==> src/rtl/ues_pkg.sv <==
// Notes on behaviour
// With auto_tx_loaded set, a full-size packet loaded sets tx_packet_loaded by itself.
// With two packets queued, tx_packet_loaded sets again after sending if the second is full-size.
// IN control-2 bit 6 selects bulk/interrupt (0) or isochronous (1).
// forced_toggle_switch 1 flips IN toggle on every sent packet; 0 only on ACK.
// rx_max_packet counts 8-byte units; 128 means 1023 bytes.
// Each OUT endpoint except 0 has its own rx_max_packet, reached via the index.
// A written rx_max_packet above the OUT FIFO size is stored as the FIFO size.
// rx_max_packet at most half the FIFO size allows two packets held at once.
// Software must program rx_max_packet to match the endpoint descriptor.
// Writing 1 to OUT control bit 7 zeroes the OUT toggle; bit reads 0.
// halt_handshake_done sets on each STALL sent and holds until written 0.
// halt_handshake_request makes STALL answers; ignored in isochronous mode.
// Writing 1 to drop_next_packet discards the oldest packet in the OUT FIFO.
// Isochronous only: packet_corrupt_flag shows with rx_packet_waiting for a damaged packet.
// Isochronous only: an OUT packet with no room sets overrun until written 0.
// rx_buffer_full reads 1 while the OUT FIFO has no room for a packet.
// rx_packet_waiting sets on a received packet and raises an interrupt.
// auto_rx_release clears rx_packet_waiting after a full-size packet is unloaded.
// OUT control-2 bit 6 selects bulk/interrupt (0) or isochronous (1).
// ctrl_ep_rx_bytes is 7 bits, valid only while endpoint 0 has a packet.
// OUT byte count reads as 8 low and 3 high bits, valid while waiting.
// Reserved low bits of both control-2 registers read zero.
package ues_pkg;
    // ****************************************
    // Register offsets
    // ****************************************
    localparam logic [7:0] OFS_INDEX       = 8'h0E;
    localparam logic [7:0] OFS_IN_CTRL2    = 8'h12;
    localparam logic [7:0] OFS_OUT_MAXP    = 8'h13;
    localparam logic [7:0] OFS_OUT_CSR1    = 8'h14;
    localparam logic [7:0] OFS_OUT_CTRL2   = 8'h15;
    localparam logic [7:0] OFS_RX_CNT_LOW  = 8'h16;
    localparam logic [7:0] OFS_RX_CNT_HIGH = 8'h17;
    localparam logic [7:0] OFS_IN_STATUS   = 8'h19;
    // ****************************************
    // Field positions
    // ****************************************
    localparam int BIT_IN_AUTO      = 7;
    localparam int BIT_IN_ISO       = 6;
    localparam int BIT_IN_FORCED    = 3;
    localparam int BIT_TOGGLE_RESET = 7;
    localparam int BIT_HALT_DONE    = 6;
    localparam int BIT_HALT_REQ     = 5;
    localparam int BIT_DROP         = 4;
    localparam int BIT_CORRUPT      = 3;
    localparam int BIT_OVERRUN      = 2;
    localparam int BIT_FULL         = 1;
    localparam int BIT_WAITING      = 0;
    localparam int BIT_OUT_AUTO     = 7;
    localparam int BIT_OUT_ISO      = 6;
    localparam int BIT_TX_LOADED    = 0;
    localparam int BIT_TX_TOGGLE    = 1;
    // ****************************************
    // Reset values and sizes
    // ****************************************
    localparam logic [7:0]  RST_REG8      = 8'h00;
    localparam logic [7:0]  RST_IN_CTRL2  = 8'h20;
    localparam logic [7:0]  MAXP_ISO_CODE = 8'h80;
    localparam logic [10:0] MAXP_ISO_LEN  = 11'h3FF;
    localparam int          MAXP_UNIT     = 8;
endpackage : ues_pkg

==> src/rtl/ues_endpoint.sv <==
// Implementation choice: the address-and-strobe port.
`timescale 1ns/100ps
`default_nettype none
module ues_endpoint #(
    parameter int NUM_EP        = 4,
    parameter int RX_FIFO_BYTES = 1024
) (
    input  wire logic        i_clock,
    input  wire logic        i_resetn,
    input  wire logic [7:0]  i_addr,
    input  wire logic [7:0]  i_wdata,
    input  wire logic        i_wr,
    input  wire logic        i_rd,
    output logic      [7:0]  o_rdata,
    input  wire logic        i_tx_full_loaded,
    input  wire logic        i_tx_sent,
    input  wire logic        i_tx_ack,
    output logic             o_tx_packet_loaded,
    output logic             o_tx_toggle,
    output logic             o_tx_iso,
    input  wire logic        i_rx_done,
    input  wire logic [10:0] i_rx_len,
    input  wire logic        i_rx_crc_err,
    input  wire logic        i_rx_byte_read,
    input  wire logic        i_stall_sent,
    output logic             o_rx_room,
    output logic             o_rx_halt,
    output logic             o_rx_toggle,
    output logic             o_rx_iso,
    output logic             o_rx_irq,
    input  wire logic        i_ep0_rx_ready,
    input  wire logic [6:0]  i_ep0_rx_bytes
);
    // ****************************************
    // Parameter checks
    // ****************************************
    localparam logic [7:0] FIFO_UNITS = 8'(RX_FIFO_BYTES / ues_pkg::MAXP_UNIT);

    if (NUM_EP < 2 || NUM_EP > 16) begin : g_bad_num_ep
        $error("NUM_EP must lie between 2 and 16");
    end
    if (RX_FIFO_BYTES % ues_pkg::MAXP_UNIT != 0 || RX_FIFO_BYTES < 16 || RX_FIFO_BYTES > 1024) begin : g_bad_fifo
        $error("RX_FIFO_BYTES must be a multiple of 8 from 16 to 1024");
    end

    // ****************************************
    // Helpers
    // ****************************************
    function automatic logic [10:0] maxp_bytes(input logic [7:0] v);
        if (v == ues_pkg::MAXP_ISO_CODE)
            return ues_pkg::MAXP_ISO_LEN;
        return {v, 3'h0};
    endfunction

    function automatic logic [1:0] rx_capacity(input logic [7:0] v);
        return ({1'b0, v} <= {1'b0, FIFO_UNITS >> 1}) ? 2'h2 : 2'h1;
    endfunction

    // ****************************************
    // State
    // ****************************************
    typedef struct packed {
        logic [3:0]               idx;
        logic [NUM_EP-1:0][7:0]   rx_maxp;

        logic                     in_auto;
        logic                     in_iso;
        logic                     in_forced;
        logic                     tx_loaded;
        logic                     tx_second_max;
        logic                     tx_toggle;

        logic                     out_auto;
        logic                     out_iso;
        logic                     halt_req;
        logic                     halt_act;
        logic                     halt_done;
        logic                     overrun;
        logic                     rx_toggle;

        logic [1:0]               cnt;
        logic [10:0]              len0;
        logic [10:0]              len1;
        logic                     err0;
        logic                     err1;
        logic [10:0]              rd_cnt;
        logic                     waiting;
        logic                     room;
        logic                     irq;
        logic [7:0]               rdata;
    } ues_state_t;

    ues_state_t s;
    ues_state_t next_s;

    logic [7:0]  sel_maxp;
    logic [1:0]  cap;
    logic        sel_ok;
    logic        wr_csr1;
    logic        pop;
    logic        popped;
    logic        sw_set;
    logic [7:0]  rmux;

    always_comb begin
        sel_ok   = (s.idx != 4'h0) && ({28'h0, s.idx} < NUM_EP);
        sel_maxp = sel_ok ? s.rx_maxp[s.idx] : 8'h00;
        cap      = rx_capacity(sel_maxp);
        wr_csr1  = i_wr && (i_addr == ues_pkg::OFS_OUT_CSR1);
        sw_set   = i_wr && (i_addr == ues_pkg::OFS_IN_STATUS) && i_wdata[ues_pkg::BIT_TX_LOADED];
        pop      = 1'b0;
        popped   = 1'b0;
        rmux     = 8'h00;
        next_s   = s;

        // ****************************************
        // Register writes
        // ****************************************
        if (i_wr) begin
            unique case (i_addr)
                ues_pkg::OFS_INDEX: begin
                    next_s.idx = i_wdata[3:0];
                end
                ues_pkg::OFS_IN_CTRL2: begin
                    next_s.in_auto   = i_wdata[ues_pkg::BIT_IN_AUTO];
                    next_s.in_iso    = i_wdata[ues_pkg::BIT_IN_ISO];
                    next_s.in_forced = i_wdata[ues_pkg::BIT_IN_FORCED];
                end
                ues_pkg::OFS_OUT_MAXP: begin
                    if (sel_ok)
                        next_s.rx_maxp[s.idx] = (i_wdata > FIFO_UNITS) ? FIFO_UNITS : i_wdata;
                end
                ues_pkg::OFS_OUT_CSR1: begin
                    if (i_wdata[ues_pkg::BIT_TOGGLE_RESET])
                        next_s.rx_toggle = 1'b0;
                    if (!i_wdata[ues_pkg::BIT_HALT_DONE])
                        next_s.halt_done = 1'b0;
                    if (!i_wdata[ues_pkg::BIT_OVERRUN])
                        next_s.overrun = 1'b0;
                    next_s.halt_req = i_wdata[ues_pkg::BIT_HALT_REQ];
                    if (i_wdata[ues_pkg::BIT_DROP])
                        pop = 1'b1;
                    if (!i_wdata[ues_pkg::BIT_WAITING] && s.waiting)
                        pop = 1'b1;
                end
                ues_pkg::OFS_OUT_CTRL2: begin
                    next_s.out_auto = i_wdata[ues_pkg::BIT_OUT_AUTO];
                    next_s.out_iso  = i_wdata[ues_pkg::BIT_OUT_ISO];
                end
                ues_pkg::OFS_IN_STATUS: begin
                    if (i_wdata[ues_pkg::BIT_TX_LOADED])
                        next_s.tx_loaded = 1'b1;
                end
                default: begin
                end
            endcase
        end

        // ****************************************
        // IN side
        // ****************************************
        if (i_tx_sent) begin
            next_s.tx_loaded     = (s.in_auto && s.tx_second_max) || sw_set;
            next_s.tx_second_max = 1'b0;
            if (s.in_forced || i_tx_ack)
                next_s.tx_toggle = !s.tx_toggle;
        end
        if (i_tx_full_loaded && s.in_auto) begin
            if (s.tx_loaded && !i_tx_sent)
                next_s.tx_second_max = 1'b1;
            else
                next_s.tx_loaded = 1'b1;
        end

        // ****************************************
        // OUT side: unload, then receive
        // ****************************************
        if (i_rx_byte_read && s.waiting) begin
            next_s.rd_cnt = s.rd_cnt + 11'h001;
            if (s.out_auto && s.len0 == maxp_bytes(sel_maxp) && s.rd_cnt + 11'h001 == s.len0)
                pop = 1'b1;
        end
        if (i_stall_sent)
            next_s.halt_done = 1'b1;
        if (pop && s.cnt != 2'h0) begin
            popped        = 1'b1;
            next_s.cnt    = s.cnt - 2'h1;
            next_s.len0   = s.len1;
            next_s.err0   = s.err1;
            next_s.rd_cnt = 11'h000;
        end
        if (i_rx_done) begin
            if (s.room) begin
                if (next_s.cnt == 2'h0) begin
                    next_s.len0 = i_rx_len;
                    next_s.err0 = i_rx_crc_err;
                end else begin
                    next_s.len1 = i_rx_len;
                    next_s.err1 = i_rx_crc_err;
                end
                next_s.cnt = next_s.cnt + 2'h1;
                if (!s.out_iso)
                    next_s.rx_toggle = !next_s.rx_toggle;
            end else if (s.out_iso) begin
                next_s.overrun = 1'b1;
            end
        end
        next_s.waiting  = (next_s.cnt != 2'h0);
        next_s.irq      = next_s.waiting && (!s.waiting || popped);
        next_s.room     = (next_s.cnt < rx_capacity(next_s.idx == s.idx ? sel_maxp : 8'hFF));
        next_s.halt_act = next_s.halt_req && !next_s.out_iso;

        // ****************************************
        // Read data, valid in the cycle after the strobe
        // ****************************************
        unique case (i_addr)
            ues_pkg::OFS_INDEX:
                rmux = {4'h0, s.idx};
            ues_pkg::OFS_IN_CTRL2:
                rmux = {s.in_auto, s.in_iso, ues_pkg::RST_IN_CTRL2[5], 1'b0, s.in_forced, 3'b000};
            ues_pkg::OFS_OUT_MAXP:
                rmux = sel_maxp;
            ues_pkg::OFS_OUT_CSR1:
                rmux = {1'b0, s.halt_done, s.halt_req, 1'b0,
                        s.waiting && s.out_iso && s.err0, s.overrun,
                        s.cnt == cap, s.waiting};
            ues_pkg::OFS_OUT_CTRL2:
                rmux = {s.out_auto, s.out_iso, 6'h00};
            ues_pkg::OFS_RX_CNT_LOW:
                if (s.idx == 4'h0)
                    rmux = i_ep0_rx_ready ? {1'b0, i_ep0_rx_bytes} : 8'h00;
                else
                    rmux = s.waiting ? s.len0[7:0] : 8'h00;
            ues_pkg::OFS_RX_CNT_HIGH:
                rmux = s.waiting ? {5'h00, s.len0[10:8]} : 8'h00;
            ues_pkg::OFS_IN_STATUS:
                rmux = {6'h00, s.tx_toggle, s.tx_loaded};
            default:
                rmux = 8'h00;
        endcase
        next_s.rdata = i_rd ? rmux : 8'h00;
    end

    always_ff @(posedge i_clock or negedge i_resetn) begin
        if (!i_resetn) begin
            s      <= '0;
            s.room <= 1'b1;
        end else begin
            s <= next_s;
        end
    end

    // ****************************************
    // Outputs
    // ****************************************
    assign o_rdata            = s.rdata;

    assign o_tx_packet_loaded = s.tx_loaded;
    assign o_tx_toggle        = s.tx_toggle;
    assign o_tx_iso           = s.in_iso;

    assign o_rx_room          = s.room;
    assign o_rx_halt          = s.halt_act;
    assign o_rx_toggle        = s.rx_toggle;
    assign o_rx_iso           = s.out_iso;
    assign o_rx_irq           = s.irq;
endmodule // ues_endpoint
`default_nettype wire

==> config.mk <==
export PLATFORM = sky130hd
export DESIGN_NAME = ues_endpoint
export DESIGN_NICKNAME = d
export VERILOG_FILES = /design/src/rtl/ues_pkg.sv /design/src/rtl/ues_endpoint.sv
export SDC_FILE = /design/constraint.sdc
export NUM_CORES = 1
export LEC_CHECK = 0
export BUFFER_PORTS_ARGS = -buffer_cell sky130_fd_sc_hd__buf_4
export CORE_MARGIN = 1
export CORE_UTILIZATION = 30
export DETAILED_ROUTE_END_ITERATION = 6
export PLACE_DENSITY = 0.54
export SYNTH_ARGS = -nofsm -noshare
export SYNTH_HDL_FRONTEND = slang
export SYNTH_SLANG_ARGS = --single-unit
==> constraint.sdc <==
create_clock -name i_clock -period 4.4 [get_ports i_clock]
set_input_delay 0.66 -clock i_clock [delete_from_list [all_inputs] [get_ports i_clock]]
set_output_delay 0.66 -clock i_clock [all_outputs]
set_load 0.02 [all_outputs]
; ---- Yosys cells after proc, flatten, opt, wreduce, memory -nomap -nowiden
; Index checks and enable logic that the tools add are counted.
[totals]
reg_bits = 97
inputBits = 46
elab_cells = 154
[op_classes]
n_addsub = 3
order_cmp = 7
n_eq_ne = 14
mux = 62
bitwise = 1
reduce_logical = 39
[op_table]
columns = cell, n
row1 = $mux 11, 7
row2 = $mux 32, 2
row3 = $mux 8, 8
row4 = $pmux 8 s8, 1
row5 = $eq 8x5->1 const B, 7
row6 = $mux 40, 1
row7 = $bwmux 32, 1
row8 = $mux 28, 1
row9 = $mux 27, 1
row10 = $mux 1, 26
row11 = $eq 11x11->1, 2
row12 = $bmux 8 s2, 1
row13 = $demux 8 s2, 1
row14 = $le 8x7->1 const B, 2
row15 = $logic_and 1x1->1, 16
row16 = $mux 3, 5
row17 = $mux 13, 1
row18 = $add 11x1->11 const B, 1
row19 = $reduce_bool 2->1, 5
row20 = $reduce_and 3->1, 3
row21 = $eq 8x4->1 const B, 1
row22 = $eq 8x8->1 const B, 1
row23 = $gt 8x8->1 const B, 1
row24 = $lt 4x3->1 const B, 2
row25 = 17 further kinds, 29

; ---- Logic depth before layout (Yosys ltp)
[logic_depth]
ltp_word = 21
depth_mapped = 15
mapped_depth_nobuf = 13

; ---- Worst setup path after synthesis
; No wires, ideal clock.
[synth_timing]
path_type = reg-to-reg
from = register s[93] (netlist bit)
to = register s[22] (netlist bit)
setup_ns = 0.127
t_arrival_ns = 3.241
setup_slack_ns = 1.032
stages_incl_launch_ff = 12
n_path_buf = 2
synth_period_minus_slack_ns = 3.368
path_cell_list = dfrtp_1 -> buf_6 -> mux4_2 -> o311ai_2 -> o2111ai_2 -> a21boi_1 -> nor4_2 -> o2111ai_1 -> a21o_1 -> o221ai_2 -> buf_6 -> mux2_1
[synth_via]
elab_chain_cells = 18
[synth_rtl]
columns = element, line_no
row1 = from (decl), ues_endpoint.sv:93  ; ues_state_t s;
row2 = from (signal assigned), ues_endpoint.sv:249  ; s <= next_s;
row3 = $lt 4x3->1 (tied with other cells), ues_endpoint.sv:106  ; sel_ok = (s.idx != 4'h0) && ({28'h0, s.idx} < NUM_EP);
row4 = $logic_and 1x1->1 or $mux 8 (tied branches), "ues_endpoint.sv:106, ues_endpoint.sv:107"
row5 = $mux 8 *, ues_endpoint.sv:107  ; sel_maxp = sel_ok ? s.rx_maxp[s.idx] : 8'h00;
row6 = $eq 8x8->1, ues_endpoint.sv:50  ; if (v == ues_pkg::MAXP_ISO_CODE)
row7 = $mux 1, ues_endpoint.sv:50
row8 = $mux 1, ues_endpoint.sv:178  ; if (i_rx_byte_read && s.waiting) begin
row9 = $mux 11 *, ues_endpoint.sv:52  ; return {v, 3'h0};
row10 = $mux 11 *, ues_endpoint.sv:178
row11 = $eq 11x11->1 *, ues_endpoint.sv:180  ; if (s.out_auto && s.len0 == maxp_bytes(sel_maxp) && s.rd_cnt + 11'h001 == s.len0)
row12 = $logic_and 1x1->1 * (2 in series), ues_endpoint.sv:180
row13 = $mux 1 *, ues_endpoint.sv:180
row14 = $mux 1 *, ues_endpoint.sv:178
row15 = $logic_and 1x1->1 *, ues_endpoint.sv:185  ; if (pop && s.cnt != 2'h0) begin
row16 = $mux 13 *, ues_endpoint.sv:185
row17 = $logic_not 2->1 *, ues_endpoint.sv:194  ; if (next_s.cnt == 2'h0) begin
row18 = $not 1->1 (no source line) *, n/a
row19 = $reduce_and 3->1 (no source line) *, n/a
; Every way passes the cells marked *; elsewhere a longest branch is shown, timed or not. The select of a mux whose other input is x is not followed.
; A chain may end at the register's enable or synchronous reset.

; ---- Final worst setup path
[layout_timing]
from = register s[93] (netlist bit)
to = register s[31] (netlist bit)
; The elaborated chain is that of the path after synthesis.

==> impl_results.md <==
- Layout area overhead: 17.9%
- Max cap viols: 0
- Final setup margin: 0.323 ns
- Minimum hold slack: 0.374 ns
- Synth top area share: 42.7%
- Highest attainable clock frequency: 245 MHz
- Antenna Cells: 0
- Largest area contributor in the netlist: sky130_fd_sc_hd__dfrtp_1
- Worst-Skew Late Latency: 0.36 ns
- Clock tree from TritonCTS: yes
- Number of hold buffers added after CTS: 0
- Total clock buffers created by CTS: 9
- Wirelength, routed: 15400 um
- Maximum fanout along the worst path: 16
- # clock sinks: 95
- Overall power: 3190 uW
- Final worst path period share: 92.7%
- Synth Register Bits: 95
- Placed wire-length estimate: 11600 um
- Primary flip-flop cell chosen by synthesis mapping: sky130_fd_sc_hd__dfrtp_1
- Aggregate global routing overflow: 0
- Type of destination of the critical path: register
- CORE AREA: 0.0180 mm2
- Root Buffer: sky130_fd_sc_hd__clkbuf_16
- Worst IR drop on VDD: 0.000212 V
- Post-cts repair resize count: 0
- Layout cells sized above 1: 22.1%
- Async S/R FF share, synth: 100%
- Placement row count: 49
- Height of the die: 138 um
- Pin count of the biggest net entering global routing: 64
- Register area share after synthesis: 43.1%
- Number of max-slew violations in the final report: 0
- Initial DRT Pass Iterations: 5
- Initial antenna violation count: 0
- Final weighted congestion of routability-driven global placement: 0.887
- DRC viols: 0
- RSZ-0062 raised after global routing: no
- Total Negative Setup Slacks: 0 ns
- Remaining antenna violation count: 0
- Outcome: finished clean
- Overall track demand over capacity in global routing: 17.3%
- Data arrival at the endpoint of the critical path: 4.32 ns
- Worst min-delay path category: reg -> reg
- Static leakage power: 0.00277 uW
- Final Net Count: 663
- Largest cells by area after synthesis: sky130_fd_sc_hd__dfrtp_1 (43%), sky130_fd_sc_hd__nand2_1 (5.8%), sky130_fd_sc_hd__mux2_2 (4.5%), sky130_fd_sc_hd__mux2_1 (4.1%), sky130_fd_sc_hd__o21ai_0 (3.9%)
- Synthesized area per cell: 9.74 um2
- Die W: 138 um
- Count of different cell masters after synthesis: 72
- Setup violation total in the final timing report: 0
- Clock period minus worst slack: 4.08 ns
- Worst setup timing slack at the placement stage: 0.315 ns
- Most common cell after layout, fill and taps aside: sky130_fd_sc_hd__dfrtp_1
- Worst max-slew margin expressed relative to the limit: 46.8%
- H-tree depth: 3
- Buffers from clock root to sink, at most: 2
- Total power divided by cell area: 490 mW/mm2
- Required arrival time at the worst endpoint: 4.64 ns
- Io pins: 62
- Highest-count cells in the layout ignoring fill and taps: sky130_fd_sc_hd__dfrtp_1 (94), sky130_fd_sc_hd__nand2_1 (85), sky130_fd_sc_hd__buf_4 (74), sky130_fd_sc_hd__nor2_1 (43), sky130_fd_sc_hd__o21ai_0 (43)
- Die Outline Area: 0.0189 mm2
- Clock-pin slew of the registers on the worst-case setup and hold paths: 0.07 ns
- Count of buffers from port buffering: 61
- Worst clock skew on the final layout: 0.00697 ns
- Number of synthesized flops with an enable pin: 0
- Total nets after synthesis: 615
- Number of setup buffers added after CTS: 0
- Number of instances in the synthesized netlist: 566
- Yosys warns: 0
- Initial Util: 30.7%
- Kind of start point of the critical path: register
- Slew at the pin closest to its max-slew limit: 0.798 ns
- Per-cell routed wire length: 18.2 um
- DRC violation total after the first TritonRoute iteration: 329
- Vias per std cell: 5.26
- Wire length of the first global-routing pass: 24200 um
- Total number of vias: 4459
- Final-report hold violation count: 0
- Via count of the first global-routing pass: 4358
- Netlist area before placement: 0.00551 mm2
- Start-to-end type of the worst setup path: reg -> reg
synthesized netlist by cell type, drive strengths merged (2+ instances only):
cell,instances
dfrtp,94
nand2,85
mux2,48
nor2,43
o21ai,43
nand3,27
clkbuf,22
xnor2,19
buf,15
a21oi,14
inv,14
xor2,11
nor3,9
a31oi,8
a22oi,7
and3,7
mux4,6
nor2b,6
mux2i,5
a221oi,4
and2,4
nand2b,4
nand4,4
nor4,4
o2111ai,4
o221ai,4
o22ai,4
or2,4
a2111oi,3
a211oi,3
a222oi,3
ha,3
nand3b,3
nor4b,3
a211o,2
a21boi,2
a21o,2
a32o,2
nor3b,2
o21a,2
o2bb2ai,2
per-stage QoR:
stage | cells | utilization, % | cell area [um2]
after CTS | 848 | 36.2 | 6500
final | 848 | 36.2 | 6500
after floorplan | 566 | - | 5510
after global placement | 832 | 34.2 | 6150
after global routing | 848 | 36.2 | 6500
after detailed placement | 832 | 34.2 | 6150
worst max-delay path: stages (launching register included):
cell and delay, ns:
sky130_fd_sc_hd__dfrtp_1 0.78, sky130_fd_sc_hd__mux4_2 0.63, sky130_fd_sc_hd__a2111oi_4 0.49, sky130_fd_sc_hd__o2111ai_2 0.26, sky130_fd_sc_hd__a21boi_1 0.20, sky130_fd_sc_hd__nor4_2 0.35
sky130_fd_sc_hd__o2111ai_1 0.25, sky130_fd_sc_hd__a21o_1 0.25, sky130_fd_sc_hd__o221ai_2 0.15, sky130_fd_sc_hd__buf_4 0.24, sky130_fd_sc_hd__mux2_1 0.36
power by group:
part           internal, uW  switching [uW]  leakage [uW]  total (uW)
clock network           560             360      0.000165         920
logic                   466             476       0.00138         942
registers              1060             266       0.00123        1330
routing by layer:
metal	part of all wire, %	GRT usage [%]
met4	2.1	7.08
met3	5.9	3.02
met2	45	26.7
met1	47	23.8
met5	0	0
final timing paths:
kind	endpoint	startpoint	slack (ns)	cells past startpoint
max reg2reg	s[31]	s[93]	0.32	10
max in group asynchronous	s[95]	i_resetn	3.10	2
max	s[31]	s[93]	0.32	10
min in group asynchronous	s[18]	i_resetn	0.39	1
min	register	register	0.37	0
min reg2reg	register	register	0.37	0
final cells by class:
class | count | area, um2
clock buffer | 10 | 229
clock inverter | 6 | 118
inverter | 15 | 56.3
sequential | 95 | 2380
multi-input combinational | 419 | 2880
fill | 1804 | 11500
timing repair buffer | 74 | 556
tap | 229 | 287
kinds of logic (layout without fill, tap and decap cells):
| logic type | count (synthesis) | after routing | share of synthesized area, % |
|---|---|---|---|
| flip-flops | 95 | 95 | 43.1 |
| buffers and inverters | 52 | 105 | 4.70 |
| AND/OR/NAND/NOR | 212 | 212 | 18.5 |
| adder cells (fa/ha/maj) | 3 | 3 | 0.681 |
| multiplexers | 59 | 59 | 13.6 |
| AO/OA/AOI/OAI | 115 | 115 | 14.6 |
| XOR/XNOR | 30 | 30 | 4.77 |
Power figures use the tool's default switching activity.
